$ cat src/shared/vsq_pkg.sv
// Constants, types and lookup table for the start-up sequencer core.
// Assumes a 25 MHz pclk; all timing counts derive from CLK_MHZ.
package vsq_pkg;

	////////////////////////////////////////////////////////////////////////////////
	// Clock and timing
	localparam int CLK_MHZ        = 25;
	localparam int SS_DELAY_US    = 100;
	localparam int SS_DELAY_CYC   = SS_DELAY_US * CLK_MHZ;
	localparam int AF_PERIOD_US   = 35;
	localparam int AF_PERIOD_CYC  = AF_PERIOD_US * CLK_MHZ;
	localparam int PG_SW_CYCLES   = 13;
	localparam int DEM_RUN_LEN    = 3;
	localparam int CNT_W          = 12;

	////////////////////////////////////////////////////////////////////////////////
	// APB map (byte addresses)
	localparam logic [7:0] OFS_CTRL     = 8'h00;
	localparam logic [7:0] OFS_STATUS   = 8'h04;
	localparam logic [7:0] OFS_SETPOINT = 8'h08;
	localparam logic [7:0] OFS_TARGET   = 8'h0c;
	localparam int         CTRL_FORCE_CCM = 0;
	localparam logic [31:0] CTRL_RESET  = 32'h0000_0000;

	////////////////////////////////////////////////////////////////////////////////
	// Set-point table, units of 10 uV, index = voltage code
	localparam int SP_W = 17;
	localparam logic [SP_W-1:0] CODE_TARGET [32] = '{
		17'h1f6ee, 17'h1ecdf, 17'h1e2d0, 17'h1d8c1, 17'h1ceb2, 17'h1c4a3, 17'h1ba94, 17'h1b085,
		17'h1a676, 17'h19c67, 17'h19258, 17'h18849, 17'h17e3a, 17'h1742b, 17'h16a1c, 17'h1600d,
		17'h155fe, 17'h14bef, 17'h141e0, 17'h137d1, 17'h12dc2, 17'h123b3, 17'h119a4, 17'h10f95,
		17'h10586, 17'h0fb77, 17'h0f168, 17'h0e759, 17'h0dd4a, 17'h0d33b, 17'h0c92c, 17'h0a0f0
	};
	localparam logic [SP_W-1:0] SP_ZERO = 17'h00000;

	////////////////////////////////////////////////////////////////////////////////
	// Types
	typedef enum logic [4:0] {
		ST_OFF   = 5'b00001,
		ST_DELAY = 5'b00010,
		ST_RAMP  = 5'b00100,
		ST_COUNT = 5'b01000,
		ST_GOOD  = 5'b10000
	} vsq_state_t;

	typedef enum logic [1:0] {
		WIN_NOM = 2'h0,
		WIN_130 = 2'h1,
		WIN_150 = 2'h2
	} vsq_window_t;

	typedef struct packed {
		logic        dem_allowed;
		vsq_window_t window;
		logic        audio_filter;
	} vsq_mode_t;

	typedef struct packed {
		logic [17:0] rsvd;
		logic        audio_active;
		vsq_window_t window;
		logic        diode_emulation;
		logic        gpu_mode2;
		logic        power_good;
		logic [2:0]  pad;
		vsq_state_t  state;
	} vsq_status_t;

endpackage : vsq_pkg

$ cat src/hw/vsq_sync.sv
// Three-flop pin synchroniser with agreement filter.
// Assumes inputs are asynchronous to clk; output changes when stages 2 and 3 agree.
`timescale 1ns/1ps
module vsq_sync #(
	parameter int          W     = 1,
	parameter logic [W-1:0] RST_V = '0
) (
	input  wire logic         clk,     // Sampling clock
	input  wire logic         rst_n,   // Async reset, active low
	input  wire logic [W-1:0] d,       // Asynchronous input
	output logic      [W-1:0] q        // Filtered, synchronous output
);
	logic [W-1:0] s1_r;
	logic [W-1:0] s2_r;
	logic [W-1:0] s3_r;

	always_ff @(posedge clk or negedge rst_n) begin
		if (!rst_n) begin
			s1_r <= RST_V;
			s2_r <= RST_V;
			s3_r <= RST_V;
		end else begin
			s1_r <= d;
			s2_r <= s1_r;
			s3_r <= s2_r;
		end
	end

	// Per bit, take the new value only once stages 2 and 3 agree
	always_ff @(posedge clk or negedge rst_n) begin
		if (!rst_n) begin
			q <= RST_V;
		end else begin
			for (int i = 0; i < W; i++) begin
				if (s2_r[i] == s3_r[i]) begin
					q[i] <= s3_r[i];
				end
			end
		end
	end

endmodule : vsq_sync

$ cat src/hw/vsq_core.sv
// Digital sequencing core of a single-phase buck regulator.
// Assumes analog comparators supply supply-ok, in-window, phase polarity and PWM request.
// What this block does
// - Five code inputs form one word, input 0 least significant.
// - Code maps to target via fixed table, zero highest, all-ones lowest.
// - Code MSB clear is mode 1, set is mode 2; set-point zero when disabled.
// - Enable input high converts, low disables; device follows the level.
// - Disabled until supply ok; disabled again when supply drops, whatever enable says.
// - After supply ok and enable, wait 100 us, then ramp set-point.
// - Within 10% of target, count 13 switching cycles, then release power-good.
// - During soft-start force continuous conduction, ignoring mode selects.
// - Power-good is open drain, low unless regulation is available.
// - Emulation and audio filter chosen from filter select, forced select, mode.
// - Switch-node polarity is sampled to decide emulation entry and exit.
// - Mode 1: forced 0 off/nominal, 1 on/130%; mode 2: filter 0 150%, 1 130%.
// - Three negative-current pulses enter emulation; three positive pulses leave.
// - Audio filter pulses low-side gate about every 35 us.
//
// Register access over APB and the address map were left to the implementer.
`timescale 1ns/1ps
module vsq_core
	import vsq_pkg::*;
#(
	parameter int SS_STEP   = 1,  // Set-point ramp step per clock, 10 uV units
	parameter int BLANK_CYC = 2,  // Phase blanking after low interval start
	parameter int AF_ON_CYC = 4   // Low-side width of an audio-filter pulse
) (
	input  wire logic                      pclk,                    // Clock, 25 MHz
	input  wire logic                      presetn,                 // Async reset, low
	input  wire logic                      psel,                    // APB select
	input  wire logic                      penable,                 // APB enable
	input  wire logic                      pwrite,                  // APB direction
	input  wire logic [7:0]                paddr,                   // APB byte address
	input  wire logic [31:0]               pwdata,                  // APB write data
	output logic      [31:0]               prdata,                  // APB read data
	output logic                           pready,                  // APB ready
	output logic                           pslverr,                 // APB error
	input  wire logic                      regulator_enable_in,     // Conversion enable pin
	input  wire logic [4:0]                voltage_code_in,         // Voltage code pins
	input  wire logic                      forced_emulation_select, // Forced select pin
	input  wire logic                      audio_filter_select,     // Filter select pin
	input  wire logic                      supply_ok_in,            // Supply above reset
	input  wire logic                      output_in_window_in,     // Output within 10%
	input  wire logic                      phase_positive_in,       // Switch node above ground
	input  wire logic                      pwm_request_in,          // Modulator high-side request
	output logic                           high_side_gate,          // High-side drive
	output logic                           low_side_gate,           // Low-side drive
	output logic                           power_good_out_o,        // Open-drain data, 0
	output logic                           power_good_out_oe_n,     // Pull low when 0
	output logic      [vsq_pkg::SP_W-1:0]  setpoint_out,            // Set-point, 10 uV
	output logic                           gpu_mode2_out,           // Mode 2 decoded
	output logic                           diode_emulation,         // Emulation active
	output logic                           continuous_conduction,   // Sync rectification
	output vsq_pkg::vsq_window_t           window_out,              // Window step
	output logic                           audio_filter_active      // Filter armed
);
	import vsq_pkg::*;

	////////////////////////////////////////////////////////////////////////////////
	// Pin synchronisers
	logic [11:0] pins_s;
	logic        en_s;
	logic [4:0]  code_s;
	logic        fde_s;
	logic        afs_s;
	logic        sup_s;
	logic        win_s;
	logic        ph_s;
	logic        pwm_s;

	vsq_sync #(.W(12), .RST_V(12'h000)) u_sync (
		.clk   (pclk),
		.rst_n (presetn),
		.d     ({regulator_enable_in, voltage_code_in, forced_emulation_select,
		         audio_filter_select, supply_ok_in, output_in_window_in,
		         phase_positive_in, pwm_request_in}),
		.q     (pins_s)
	);

	assign {en_s, code_s, fde_s, afs_s, sup_s, win_s, ph_s, pwm_s} = pins_s;

	////////////////////////////////////////////////////////////////////////////////
	// Decode
	logic [SP_W-1:0] target;
	logic            mode2;
	logic            run_ok;
	vsq_mode_t       sel;

	assign target = CODE_TARGET[code_s];
	assign mode2  = code_s[4];
	assign run_ok = sup_s && en_s;

	always_comb begin
		sel = '{dem_allowed: 1'b0, window: WIN_NOM, audio_filter: 1'b0};
		if (!mode2) begin
			if (fde_s) begin
				sel = '{dem_allowed: 1'b1, window: WIN_130, audio_filter: 1'b0};
			end
		end else if (!afs_s) begin
			sel = '{dem_allowed: 1'b1, window: WIN_150, audio_filter: 1'b0};
		end else begin
			sel = '{dem_allowed: 1'b1, window: WIN_130, audio_filter: !fde_s};
		end
	end

	////////////////////////////////////////////////////////////////////////////////
	// Sequencer
	vsq_state_t      state_r;
	vsq_state_t      state_nxt;
	logic [CNT_W-1:0] dly_r;
	logic [3:0]      sw_cnt_r;
	logic            pwm_q_r;
	logic            pwm_rise;
	logic            switching;

	assign pwm_rise  = pwm_s && !pwm_q_r;
	assign switching = (state_r == ST_RAMP) || (state_r == ST_COUNT) || (state_r == ST_GOOD);

	always_comb begin
		state_nxt = state_r;
		case (state_r)
			ST_OFF:   if (run_ok) state_nxt = ST_DELAY;
			ST_DELAY: if (dly_r == CNT_W'(SS_DELAY_CYC - 1)) state_nxt = ST_RAMP;
			ST_RAMP:  if (win_s) state_nxt = ST_COUNT;
			ST_COUNT: if (pwm_rise && sw_cnt_r == 4'(PG_SW_CYCLES - 1)) state_nxt = ST_GOOD;
			ST_GOOD:  state_nxt = ST_GOOD;
			default:  state_nxt = ST_OFF;
		endcase
		if (!run_ok) begin
			state_nxt = ST_OFF;
		end
	end

	always_ff @(posedge pclk or negedge presetn) begin
		if (!presetn) begin
			state_r <= ST_OFF;
		end else begin
			state_r <= state_nxt;
		end
	end

	// Delay and switching-cycle counters restart from zero on every entry
	always_ff @(posedge pclk or negedge presetn) begin
		if (!presetn) begin
			dly_r    <= '0;
			sw_cnt_r <= 4'h0;
			pwm_q_r  <= 1'b0;
		end else begin
			pwm_q_r <= pwm_s;
			if (state_r == ST_DELAY && state_nxt == ST_DELAY) begin
				dly_r <= dly_r + CNT_W'(1);
			end else begin
				dly_r <= '0;
			end
			if (state_r == ST_COUNT && state_nxt == ST_COUNT) begin
				sw_cnt_r <= sw_cnt_r + (pwm_rise ? 4'h1 : 4'h0);
			end else begin
				sw_cnt_r <= 4'h0;
			end
		end
	end

	////////////////////////////////////////////////////////////////////////////////
	// Set-point: ramp during soft-start, track directly once good
	logic [SP_W-1:0] sp_nxt;

	always_comb begin
		sp_nxt = setpoint_out;
		case (state_r)
			ST_OFF, ST_DELAY: sp_nxt = SP_ZERO;
			ST_RAMP, ST_COUNT: begin
				if (setpoint_out + SP_W'(SS_STEP) < target) begin
					sp_nxt = setpoint_out + SP_W'(SS_STEP);
				end else begin
					sp_nxt = target;
				end
			end
			ST_GOOD:  sp_nxt = target;
			default:  sp_nxt = SP_ZERO;
		endcase
		if (!run_ok) begin
			sp_nxt = SP_ZERO;
		end
	end

	always_ff @(posedge pclk or negedge presetn) begin
		if (!presetn) begin
			setpoint_out  <= SP_ZERO;
			gpu_mode2_out <= 1'b0;
		end else begin
			setpoint_out  <= sp_nxt;
			gpu_mode2_out <= mode2;
		end
	end

	////////////////////////////////////////////////////////////////////////////////
	// Power-good open drain: drive low except in the good state
	always_ff @(posedge pclk or negedge presetn) begin
		if (!presetn) begin
			power_good_out_o    <= 1'b0;
			power_good_out_oe_n <= 1'b0;
		end else begin
			power_good_out_o    <= 1'b0;
			power_good_out_oe_n <= (state_nxt == ST_GOOD) ? 1'b1 : 1'b0;
		end
	end

	////////////////////////////////////////////////////////////////////////////////
	// Phase polarity per pulse and emulation entry/exit
	logic [1:0] blank_r;
	logic       ph_latch_r;
	logic [1:0] neg_run_r;
	logic [1:0] pos_run_r;
	logic       dem_r;
	logic       force_ccm_r;
	logic       dem_ok;

	assign dem_ok = (state_r == ST_GOOD) && sel.dem_allowed && !force_ccm_r;

	// Positive phase while high side is off means negative inductor current
	always_ff @(posedge pclk or negedge presetn) begin
		if (!presetn) begin
			blank_r    <= 2'h0;
			ph_latch_r <= 1'b0;
		end else if (pwm_s || !switching) begin
			blank_r    <= 2'h0;
			ph_latch_r <= 1'b0;
		end else begin
			if (blank_r != 2'(BLANK_CYC)) begin
				blank_r <= blank_r + 2'h1;
			end else if (ph_s) begin
				ph_latch_r <= 1'b1;
			end
		end
	end

	always_ff @(posedge pclk or negedge presetn) begin
		if (!presetn) begin
			neg_run_r <= 2'h0;
			pos_run_r <= 2'h0;
			dem_r     <= 1'b0;
		end else if (!dem_ok) begin
			neg_run_r <= 2'h0;
			pos_run_r <= 2'h0;
			dem_r     <= 1'b0;
		end else if (pwm_rise) begin
			if (ph_latch_r) begin
				pos_run_r <= 2'h0;
				if (neg_run_r == 2'(DEM_RUN_LEN - 1)) begin
					dem_r     <= 1'b1;
					neg_run_r <= 2'h0;
				end else begin
					neg_run_r <= neg_run_r + 2'h1;
				end
			end else begin
				neg_run_r <= 2'h0;
				if (pos_run_r == 2'(DEM_RUN_LEN - 1)) begin
					dem_r     <= 1'b0;
					pos_run_r <= 2'h0;
				end else begin
					pos_run_r <= pos_run_r + 2'h1;
				end
			end
		end
	end

	////////////////////////////////////////////////////////////////////////////////
	// Audio filter: low-side kick after 35 us without one
	logic [CNT_W-1:0] af_cnt_r;
	logic [2:0]       af_on_r;
	logic             af_arm;
	logic             ls_natural;

	assign af_arm     = dem_r && sel.audio_filter;
	assign ls_natural = switching && !pwm_s && !(dem_r && ph_latch_r);

	always_ff @(posedge pclk or negedge presetn) begin
		if (!presetn) begin
			af_cnt_r <= '0;
			af_on_r  <= 3'h0;
		end else if (!af_arm || pwm_s) begin
			af_cnt_r <= '0;
			af_on_r  <= 3'h0;
		end else if (af_on_r != 3'h0) begin
			af_on_r  <= af_on_r - 3'h1;
			af_cnt_r <= '0;
		end else if (ls_natural && !ph_latch_r) begin
			af_cnt_r <= '0;
		end else if (af_cnt_r == CNT_W'(AF_PERIOD_CYC - 1)) begin
			af_cnt_r <= '0;
			af_on_r  <= 3'(AF_ON_CYC);
		end else begin
			af_cnt_r <= af_cnt_r + CNT_W'(1);
		end
	end

	////////////////////////////////////////////////////////////////////////////////
	// Gate drives and mode outputs, all off while disabled
	always_ff @(posedge pclk or negedge presetn) begin
		if (!presetn) begin
			high_side_gate        <= 1'b0;
			low_side_gate         <= 1'b0;
			diode_emulation       <= 1'b0;
			continuous_conduction <= 1'b0;
			window_out            <= WIN_NOM;
			audio_filter_active   <= 1'b0;
		end else if (!run_ok || !switching) begin
			high_side_gate        <= 1'b0;
			low_side_gate         <= 1'b0;
			diode_emulation       <= 1'b0;
			continuous_conduction <= 1'b0;
			window_out            <= WIN_NOM;
			audio_filter_active   <= 1'b0;
		end else begin
			high_side_gate        <= pwm_s;
			low_side_gate         <= ls_natural || (af_on_r != 3'h0);
			diode_emulation       <= dem_r;
			continuous_conduction <= !dem_r;
			window_out            <= dem_r ? sel.window : WIN_NOM;
			audio_filter_active   <= af_arm;
		end
	end

	////////////////////////////////////////////////////////////////////////////////
	// APB slave, one wait state per access
	logic        acc;
	logic        hit;
	logic [31:0] rd_mux;
	vsq_status_t sts;

	assign acc = psel && penable;

	always_comb begin
		sts                 = '0;
		sts.state           = state_r;
		sts.power_good      = power_good_out_oe_n;
		sts.gpu_mode2       = gpu_mode2_out;
		sts.diode_emulation = diode_emulation;
		sts.window          = window_out;
		sts.audio_active    = audio_filter_active;
		hit    = 1'b1;
		rd_mux = 32'h0000_0000;
		case (paddr)
			OFS_CTRL:     rd_mux = {31'h0000_0000, force_ccm_r};
			OFS_STATUS:   rd_mux = sts;
			OFS_SETPOINT: rd_mux = {15'h0000, setpoint_out};
			OFS_TARGET:   rd_mux = {15'h0000, target};
			default:      hit    = 1'b0;
		endcase
	end

	always_ff @(posedge pclk or negedge presetn) begin
		if (!presetn) begin
			pready  <= 1'b0;
			prdata  <= 32'h0000_0000;
			pslverr <= 1'b0;
		end else begin
			pready  <= acc && !pready;
			prdata  <= (acc && !pready && !pwrite && hit) ? rd_mux : 32'h0000_0000;
			pslverr <= acc && !pready && !hit;
		end
	end

	always_ff @(posedge pclk or negedge presetn) begin
		if (!presetn) begin
			force_ccm_r <= CTRL_RESET[CTRL_FORCE_CCM];
		end else if (acc && pready && pwrite && paddr == OFS_CTRL) begin
			force_ccm_r <= pwdata[CTRL_FORCE_CCM];
		end
	end

endmodule : vsq_core

$ cat config.mk
export PLATFORM = sky130hd
export DESIGN_NAME = vsq_core
export DESIGN_NICKNAME = d
export VERILOG_FILES = /design/src/shared/vsq_pkg.sv /design/src/hw/vsq_sync.sv /design/src/hw/vsq_core.sv
export SDC_FILE = /design/constraint.sdc
export NUM_CORES = 1
export LEC_CHECK = 0
export BUFFER_PORTS_ARGS = -buffer_cell sky130_fd_sc_hd__buf_2
export CORE_MARGIN = 1.5
export CORE_UTILIZATION = 63
export CTS_BUF_LIST = sky130_fd_sc_hd__clkbuf_4 sky130_fd_sc_hd__clkbuf_8
export DETAILED_ROUTE_END_ITERATION = 7
export GPL_TIMING_DRIVEN = 0
export MAX_ROUTING_LAYER = met4
export PLACE_DENSITY = 0.95
export SLEW_MARGIN = 10
export SYNTH_ARGS = -nofsm -noshare
export SYNTH_HDL_FRONTEND = slang
export SYNTH_SLANG_ARGS = --single-unit
$ cat constraint.sdc
create_clock -name pclk -period 7.3 [get_ports pclk]
set_input_delay 0.73 -clock pclk [delete_from_list [all_inputs] [get_ports pclk]]
set_output_delay 0.73 -clock pclk [all_outputs]
set_load 0.005 [all_outputs]
==> metrics, run 1 <==
Async S/R FF share, synth=1.00; Crit path top cell by count=ha_1; clock latency on the worst-skew pair=0.46 ns; Non-Filler Instances=891; CTS tree=yes; critical path class=flip-flop to flip-flop; CTS max path bufs=2; Cell variety after synth=64; #FFs+latches synth=139; Residual DRC=0; cell taking the most area after synthesis=dfrtp_1; RSZ-0062 raised after global routing=no; Reg clk slew, reported paths=0.06 ns; Slew headroom=0.602; final hold viol count=0; Fmax=0.241 GHz; leakage=3.62 nW; syn_area_per_cell=10.5 um2; Post-CTS Hold Fix Bufs=0; fillers=689; IO Port Bufs=69; initial antenna violation count=0; final net count=832; I/O pin cnt=118; Post-synth top cells=138 x dfrtp_1, 87 x nor2_1, 39 x nand2_1, 33 x ha_1, 30 x a21oi_1; met2 Use GR=0.469; gpl congestion=0.927; Post-Route Skew=0.0163 ns; synth top area cells=dfrtp_1 52%, ha_1 6.2%, nor2_1 4.9%; crit path cell chain=inv_1 > ha_1 > nor2_1 > mux2i_1 > mux2_2 > a21oi_1 > ha_1 > nand4_1 > nor3_1 > a221oi_1 > nand3_1 > o21ai_2 > buf_2 > o2bb2ai_1; GR Overflow Total=0; # rows=37; max_cap viols=0; CP arrival=4.46 ns; pwr dens=213 nW/um2; H-tree depth=4; CP max FO=10; Setup crit start kind=flip-flop; post-synth design cell area=6700 um2; Worst-Margin Slew=0.594 ns; Period Utilization, post-route=0.568; most numerous cell in the Yosys netlist=dfrtp_1; Global Route Usage Sum=0.288; vias in the first global route=4991; DR WL/cell=16.6 um; largest net degree at the start of global routing=77; chip height=106 um; diodes inserted=0; share of the synthesized area in the top cell type=0.516; TritonCTS Buffers=17; status=completed; Slowest Stage Delay on Critical Path=0.57 ns; die width=106 um; placed cells=859; final wirelength=14800 um; DRT Pass-1 Iters=5; Clock Sinks=139; core footprint=10300 um2; gr busiest metal=met2; HP Class=input port to async pin; register area share after synthesis=0.520; cts repair resizes=0; Starting Density=0.649; EDFF count, synth=0; die area=11300 um2; Post-CTS Repair Setup Buffers=0; DR vias=5195; Area growth syn-to-layout=15.4%; Core Util, Final=0.748; Final ANT Viol Nets=0; CP max stage cell=dfrtp_1; final slew viol count=0; post-route minimum period=4.14 ns; worst hold slack=0.247 ns; Worst Path Required=7.61 ns; root buffer cell=clkbuf_8; CP endpoint kind=flip-flop; drt initial violations=359; delay-heaviest family, CP=compound AO/OA/AOI/OAI gates; setup TNS after final layout=0 ns; top_reg_cell synth=dfrtp_1; first-pass GRT wire length=24200 um; met1 Use GR=0.358; share of layout cells above drive strength 1=0.200; M3 GR Usage=0.0595; Synth Instances=638; final setup violation count=0; Worst Path Buf+Inv=2; routed vias/inst=5.83; Yosys warnings=0; detailed placement HPWL=10700 um; worst vdd ir=0.192 mV
==> worst register-to-register path: cells and delay by family (launching register included) <==
family | cells | cell delay, ns
mux | 2 | 0.35
flops | 1 | 0.57
simple gates | 4 | 0.58
fa+ha+maj | 2 | 0.66
buf+inv | 2 | 0.57
compound gates | 4 | 1.30
==> flip-flops by register name (all words and copies together), names as in the netlist, 2 cells and up <==
signal	count
u_sync.s3_r	12
u_sync.s2_r	12
sw_cnt_r	4
pos_run_r	2
blank_r	2
af_on_r	3
u_sync.q	12
window_out	2
neg_run_r	2
af_cnt_r	12
u_sync.s1_r	12
setpoint_out	17
state_r	5
dly_r	12
prdata	17
==> metal layers <==
layer / vias up / wire length (um)
met2: 220 / 7180
met1: 2527 / 6290
met5: - / 0
met3: 39 / 996
met4: 0 / 311
li1: 2409 / -
==> worst paths after layout <==
check | to | slack (ns) | startpoint | cells past startpoint
setup reg to reg | setpoint_out[16]$_DFF_PN0_ | 3.16 | u_sync.q[7]$_DFFE_PN0N_ | 14
min in group pclk | u_sync.s2_r[3]$_DFF_PN0_ | 0.35 | u_sync.s1_r[3]$_DFF_PN0_ | 0
max in group asynchronous | dly_r[11]$_DFF_PN0_ | 6.29 | presetn | 2
hold reg to reg | u_sync.s2_r[3]$_DFF_PN0_ | 0.35 | u_sync.s1_r[3]$_DFF_PN0_ | 0
setup / recovery | setpoint_out[16]$_DFF_PN0_ | 3.16 | u_sync.q[7]$_DFFE_PN0N_ | 14
hold / removal | prdata[14]$_DFF_PN0_ | 0.25 | presetn | 1
==> logic make-up after synthesis <==
kind of cell	synth area share
compound gates	0.111
buf+inv	0.0473
other cells	0.000560
flops	0.520
xor+xnor	0.0561
mux	0.0252
simple gates	0.161
fa+ha+maj	0.0796
==> where the power goes <==
part	leakage, nW	internal (W)	total [W]	switching, W
combinational	1.58	0.0000678	0.000188	0.000120
clock	0.220	0.000378	0.000650	0.000272
sequential	1.82	0.000790	0.000806	0.0000152
total	3.62	0.00124	0.00164	0.000407
==> final cells by class <==
class / instances / area [um2] / area share
sequential: 139 / 3480 / 0.451
multi-input combinational: 451 / 2960 / 0.383
timing repair buffer: 70 / 379 / 0.0491
clock buffer: 24 / 305 / 0.0395
buffer: 41 / 234 / 0.0303
tap: 136 / 170 / 0.0220
clock inverter: 8 / 118 / 0.0152
inverter: 22 / 82.6 / 0.0107
==> layout by cell type (no fill, tap or decap), types with 6 or more instances in the layout <==
master / count
clkbuf_8: 20
nand2_1: 39
maj3_1: 12
mux2i_1: 9
ha_1: 33
a211oi_1: 12
dfrtp_1: 138
conb_1: 16
xnor2_1: 24
nand3_1: 26
clkbuf_1: 11
a21oi_1: 30
buf_4: 18
and2_1: 7
a31oi_1: 10
nand4_1: 9
inv_1: 21
buf_2: 78
a22oi_1: 6
o21ai_0: 18
nand2b_1: 6
nor3_1: 7
nor4_1: 7
nor2_1: 87
o2bb2ai_1: 17
xor2_1: 17
==> metrics by stage <==
step	power [W]	instance area, um2	setup WS [ns]
floorplan	0.000935	6750	4.23
global placement	0.000991	7270	3.43
detailed placement	0.00100	7300	3.35
CTS	0.00165	7720	3.33
global route	0.00171	7720	2.97
finish	0.00164	7720	3.16
No activity file was read; power rests on OpenSTA's default activity.
==> run 2: changes to the inputs <==
- ABC_AREA: unset -> 1
- CORE_UTILIZATION: 63 -> 53
- PLACE_DENSITY: 0.95 -> 0.89
- clock period: 7.3 -> 3.41 ns (I/O delays scaled with it)
==> metrics, run 2 <==
CTS max path bufs=2; Setup crit start kind=flip-flop; Async S/R FF share, synth=1.00; H-tree depth=4; most numerous cell in the Yosys netlist=nand2_1; cell-internal power=0.00234 W; clock power share=0.365; routed vias/inst=5.32; pwr dens=402 nW/um2; DR vias=5872; multi-input gate area in the final layout=3030 um2; core footprint=12800 um2; post-synth design cell area=7030 um2; Crit path top cell by count=nand2_1; switching power=0.000952 W; Reg clk slew, reported paths=0.09 ns; largest net degree at the start of global routing=90; gpl congestion=0.991; RSZ-0062 raised after global routing=no; Yosys warnings=0; # rows=41; Worst Setup EP=setpoint_out[5]$_DFF_PN0_; share of layout cells above drive strength 1=0.183; Final WS setup=0.152 ns; CTS tree=yes; CP endpoint kind=flip-flop; WHS Path Cells=2; Worst R2R Path Depth=18; clock latency on the worst-skew pair=0.46 ns; Clock Sinks=139; Global Route Usage Sum=0.244; Slowest Stage Delay on Critical Path=0.46 ns; EDFF count, synth=0; cell taking the most area after synthesis=dfrtp_1; Area growth syn-to-layout=16.6%; RR Endpoint=setpoint_out[5]$_DFF_PN0_; final setup violation count=0; final hold viol count=0; Register Area=3480 um2; worst slack, placed=0.117 ns; fillers=1024; chip height=118 um; detailed placement HPWL=11300 um; max_cap viols=0; Period Utilization, post-route=0.955; #FFs+latches synth=139; Final ANT Viol Nets=0; top flop regs=prdata: 17 flops, setpoint_out: 17 flops; register area share after synthesis=0.495; die width=118 um; share of the synthesized area in the top cell type=0.491; reg2reg start=setpoint_out[0]$_DFF_PN0_; commonest non-fill, non-tap cells in the layout=142 x nand2_1, 137 x dfrtp_1, 92 x inv_1; critical path startpoint=setpoint_out[0]$_DFF_PN0_; final wirelength=15600 um; Post-synth top cells=142 x nand2_1, 138 x dfrtp_1, 93 x inv_1, 84 x nor2_1, 74 x nand3_1; first-pass GRT wire length=26600 um; Non-Filler Instances=1103; initial antenna violation count=0; final slew viol count=0; Starting Density=0.550; I/O pin cnt=118; diodes inserted=0; leakage=4.09 nW; Sw Ratio=0.289; GR Overflow Total=0; vias in the first global route=5629; top_reg_cell synth=dfrtp_1; IO Port Bufs=70; Cell variety after synth=44; root buffer cell=clkbuf_8; leading cell type in the layout, fill and taps excluded=nand2_1; Post-Route Skew=0.0188 ns; Seq pwr share=0.523; Fmax=0.307 GHz; HP Class=input port to flip-flop; final net count=1008; Worst-Margin Slew=0.581 ns; CP max FO=10; worst vdd ir=0.336 mV; status=finished, violations left; Slew headroom=0.613; logic gate share of total power=0.112; Residual DRC=1; drt initial violations=592; DRT Pass-1 Iters=7; syn_area_per_cell=8.81 um2; crit path cell chain=ha_1 > nand3_1 > inv_1 > nand2_1 > nor2_4 > nand2_1 > xnor2_1 > ha_1 > nand2_1 > inv_1 > nand2_1 > nand2_1 > a21oi_2 > nand2_1 > nor2_4 > buf_6 > nand3_1 > a21oi_1; Worst Path Required=3.78 ns; TritonCTS Buffers=17; flop2flop setup slack=0.15 ns; synth top area cells=dfrtp_1 49%, nand2_1 7.6%, ha_1 5.9%; CP max stage cell=dfrtp_1; DR WL/cell=14.1 um; die area=14000 um2; placed cells=1056; CP arrival=3.63 ns; critical path class=flip-flop to flip-flop; post-route minimum period=3.26 ns; setup TNS after final layout=0 ns; failing checks=DRC; Power, Total=0.00329 W; Synth Instances=798
-- run 2: changes by cell type in the layout (fill, tap and decap cells not counted), moves of 13 or more --
cell           previous run  this run
inv_1                    21        92
xnor2_1                  24        11
dlygate4sd3_1             0        13
nand3_1                  26        74
nand2_1                  39       142
o2bb2ai_1                17         0
-- run 2: power groups by stage --
stage	combinational, W	clock (W)	sequential [W]
after floorplan	0.000225	0	0.00174
after global placement	0.000334	0	0.00175
after detailed placement	0.000347	0	0.00175
after CTS	0.000361	0.00122	0.00172
after global routing	0.000415	0.00132	0.00173
final	0.000370	0.00120	0.00172
-- run 2: critical path: cells and delay by family (launching register included) --
family                     cells  cell delay (ns)
xor gates and xnor gates       1             0.25
buffers and inverters          3             0.31
DFF                            1             0.46
and+or+nand+nor               10             1.22
adders and majority gates      2             0.57
AOI/OAI and AO/OA              2             0.37
-- run 2: kinds of logic after synthesis --
logic type,after synthesis,synth area share
multiplexers,1,0.00160
XOR/XNOR,34,0.0424
adder cells (fa/ha/maj),45,0.0758
other,1,0.000534
flip-flops,139,0.495
AO/OA/AOI/OAI,98,0.0764
AND/OR/NAND/NOR,352,0.225
buffers and inverters,128,0.0833
-- run 2: cell type report --
cell class,instances,share of cell area
multi-input combinational,546,0.370
clock buffer,18,0.0295
clock inverter,14,0.0137
tap,172,0.0263
timing repair buffer,86,0.0646
sequential,139,0.425
buffer,31,0.0270
inverter,97,0.0444
-- run 2: stage by stage --
step / hold WS [ns] / utilization / area, um2
2_1_floorplan: 0.0454 / - / 7080
3_3_place_gp: 0.333 / 0.599 / 7650
3_5_place_dp: 0.322 / 0.602 / 7680
4_1_cts: 0.0885 / 0.639 / 8170
5_1_grt: 0.0976 / 0.642 / 8200
6_report: 0.107 / 0.642 / 8200
-- run 2: timing repair --
action	in CTS	in global routing
endpoints found under the setup margin	0	15
resized for setup	0	7
hold endpoints to repair	62	0
buffers inserted	0	2
hold buffers	13	0
-- run 2: worst min-delay path by stage --
stage | from | end | slack [ns]
6_report | pwdata[0] | force_ccm_r$_DFFE_PN0P_ | 0.11
5_1_grt | pwdata[0] | force_ccm_r$_DFFE_PN0P_ | 0.1
4_1_cts | pwdata[0] | force_ccm_r$_DFFE_PN0P_ | 0.09
3_5_place_dp | presetn | prdata[3]$_DFF_PN0_ | 0.32
3_3_place_gp | u_sync.s1_r[11]$_DFF_PN0_ | u_sync.s2_r[11]$_DFF_PN0_ | 0.33
2_1_floorplan | presetn | af_cnt_r[0]$_DFF_PN0_ | 0.05
-- run 2: per-layer routing --
layer	track usage	up-vias	part of all wire
met5	-	-	0
met4	0.137	0	0.043
met3	0.0526	66	0.079
met2	0.373	293	0.47
met1	0.300	2712	0.41
li1	-	2801	-
==> run 3: changes to the inputs <==
- SLEW_MARGIN: 10 -> unset
- SYNTH_HIERARCHICAL: unset -> 1
==> metrics, run 3 <==
Slew headroom=0.650; leading cell type in the layout, fill and taps excluded=nand2_1; DR WL/cell=14.1 um; commonest non-fill, non-tap cells in the layout=155 x nand2_1, 136 x dfrtp_1, 105 x nor2_1; H-tree depth=4; CP arrival=3.59 ns; root buffer cell=clkbuf_8; Non-Filler Instances=1140; Seq pwr share=0.499; synth top area cells=dfrtp_1 48%, nand2_1 8.1%, ha_1 5.8%; Setup crit start kind=flip-flop; placed cells=1095; share of layout cells above drive strength 1=0.182; status=completed; Period Utilization, post-route=0.940; top flop regs=prdata: 17 flops, setpoint_out: 17 flops; CP max FO=10; Placed Area=7820 um2; share of the synthesized area in the top cell type=0.483; logic gate share of total power=0.109; I/O pin cnt=118; # rows=42; delay-heaviest family, CP=simple AND/OR/NAND/NOR gates; final hold viol count=0; Worst-Margin Slew=0.521 ns; vias in the first global route=5578; Final ANT Viol Nets=0; switching power=0.00103 W; diodes inserted=0; routed vias/inst=5.21; initial antenna violation count=0; RSZ-0062 raised after global routing=no; crit path cell chain=ha_1 > nand2_1 > nor2_2 > nand2_1 > nor2_2 > nand2_1 > xnor2_2 > ha_1 > nand2_1 > inv_1 > nand2_1 > nand2_1 > a21oi_1 > nand2_1 > nor2_4 > buf_6 > nand3_1 > a21oi_1; WHS Path Cells=2; Cell variety after synth=51; first-pass GRT wire length=26900 um; core footprint=13200 um2; clock latency on the worst-skew pair=0.46 ns; HP Class=input port to flip-flop; drt initial violations=484; Residual DRC=0; Fmax=0.312 GHz; Post-synth top cells=155 x nand2_1, 138 x dfrtp_1, 105 x nor2_1, 100 x inv_1, 67 x nand3_1; EDFF count, synth=0; CP max stage cell=dfrtp_2; #FFs+latches synth=139; Post-CTS Repair Setup Buffers=0; Area growth syn-to-layout=16.6%; detailed placement HPWL=11900 um; Global Route Usage Sum=0.247; DR vias=5940; Slowest Stage Delay on Critical Path=0.46 ns; largest net degree at the start of global routing=87; CTS tree=yes; CP endpoint kind=flip-flop; Clock Sinks=139; syn_area_per_cell=8.59 um2; Worst Path Required=3.79 ns; Worst Path Buf+Inv=2; most numerous cell in the Yosys netlist=nand2_1; pwr dens=416 nW/um2; DRT Pass-1 Iters=5; fillers=1091; Crit path top cell by count=nand2_1; final net count=1041; cell taking the most area after synthesis=dfrtp_1; leakage=4.21 nW; Async S/R FF share, synth=1.00; final slew viol count=0; Design Area, Final=8350 um2; post-synth design cell area=7160 um2; critical path class=flip-flop to flip-flop; Worst R2R Path Depth=18; Yosys warnings=6; worst vdd ir=0.347 mV; gpl congestion=0.962; clock power share=0.392; Synth Instances=833; Sw Ratio=0.298; CTS max path bufs=2; Reg clk slew, reported paths=0.09 ns; die area=14200 um2; post-route minimum period=3.20 ns; final wirelength=16100 um; TritonCTS Buffers=17; chip height=119 um; Starting Density=0.542; final setup violation count=0; die width=119 um; max_cap viols=0; WP depth=18; GR Overflow Total=0; Post-Route Skew=0.0136 ns; IO Port Bufs=70; top_reg_cell synth=dfrtp_1; register area share after synthesis=0.486; cell-internal power=0.00244 W; setup TNS after final layout=0 ns
-- run 3: changes by cell type after synthesis, moves of 7 or more --
cell     change
a21oi_1     +16
inv_1        +7
maj3_1      -12
nand2_1     +13
nand3_1      -7
nor2_1      +21
nor2_2       -8
o21ai_0      -7
-- run 3: stage by stage --
step	hold slack, ns	power (W)	worst slack [ns]	utilization
after CTS	0.0968	0.00349	0.103	0.633
after global placement	0.332	0.00211	0.146	0.590
final	0.119	0.00347	0.206	0.633
after floorplan	0.0454	0.00199	0.740	-
after detailed placement	0.335	0.00213	0.120	0.593
after global routing	0.109	0.00363	0.00976	0.633
-- run 3: worst paths after layout --
check	from	endpoint	slack (ns)
worst max-delay path	setpoint_out[0]$_DFF_PN0_	setpoint_out[12]$_DFF_PN0_	0.21
worst min-delay path	pwdata[0]	force_ccm_r$_DFFE_PN0P_	0.12
worst max register to register	setpoint_out[0]$_DFF_PN0_	setpoint_out[12]$_DFF_PN0_	0.21
worst min register to register	u_sync/s1_r[8]$_DFF_PN0_	u_sync/s2_r[8]$_DFF_PN0_	0.35
max in group asynchronous	presetn	prdata[11]$_DFF_PN0_	2.24
min in group asynchronous	presetn	u_sync/s2_r[11]$_DFF_PN0_	0.41
-- run 3: area by class of cell --
| class | count | area, um2 | share of cell area |
|---|---|---|---|
| Buffer | 30 | 214 | 0.0256 |
| Clock buffer | 17 | 234 | 0.0280 |
| Clock inverter | 15 | 164 | 0.0196 |
| Inverter | 107 | 402 | 0.0481 |
| Multi-Input combinational cell | 572 | 3120 | 0.373 |
| Sequential cell | 139 | 3480 | 0.417 |
| Tap cell | 176 | 220 | 0.0264 |
| Timing Repair Buffer | 84 | 514 | 0.0616 |
-- run 3: power groups by stage --
stage	clock, W	sequential [W]	combinational (W)
6_report	0.00136	0.00173	0.000380
2_1_floorplan	0	0.00175	0.000233
3_3_place_gp	0	0.00176	0.000348
5_1_grt	0.00146	0.00174	0.000429
4_1_cts	0.00139	0.00173	0.000373
3_5_place_dp	0	0.00176	0.000362
-- run 3: worst register-to-register path, delay by kind of cell (launching register included) --
kind,cells,cell delay [ns]
xor gates and xnor gates,1,0.16
and+or+nand+nor,11,1.31
AOI/OAI and AO/OA,2,0.42
adders and majority gates,2,0.57
DFF,1,0.46
buffers and inverters,2,0.21
-- run 3: kinds of logic (layout without fill, tap and decap cells) --
logic type               count (synthesis)  after routing  synth area share
flip-flops                             139            139             0.486
multiplexers                             1              1           0.00157
other                                    1             16          0.000524
AO/OA/AOI/OAI                          110            110            0.0853
XOR/XNOR                                30             30            0.0378
buffers and inverters                  137            253            0.0860
AND/OR/NAND/NOR                        382            382             0.245
adder cells (fa/ha/maj)                 33             33            0.0577
-- run 3: repair_timing --
item | 4_1_cts | 5_1_grt
hold buffers | 13 | 0
endpoints found under the setup margin | 0 | 15
hold endpoints to repair | 64 | 0
gates resized for setup | 0 | 5
-- run 3: routing by layer --
layer,up-vias,wire (um),GRT usage
met5,-,0,-
met4,0,442,0.0956
met3,32,804,0.0441
met2,208,7920,0.398
met1,2793,6910,0.313
li1,2907,-,-
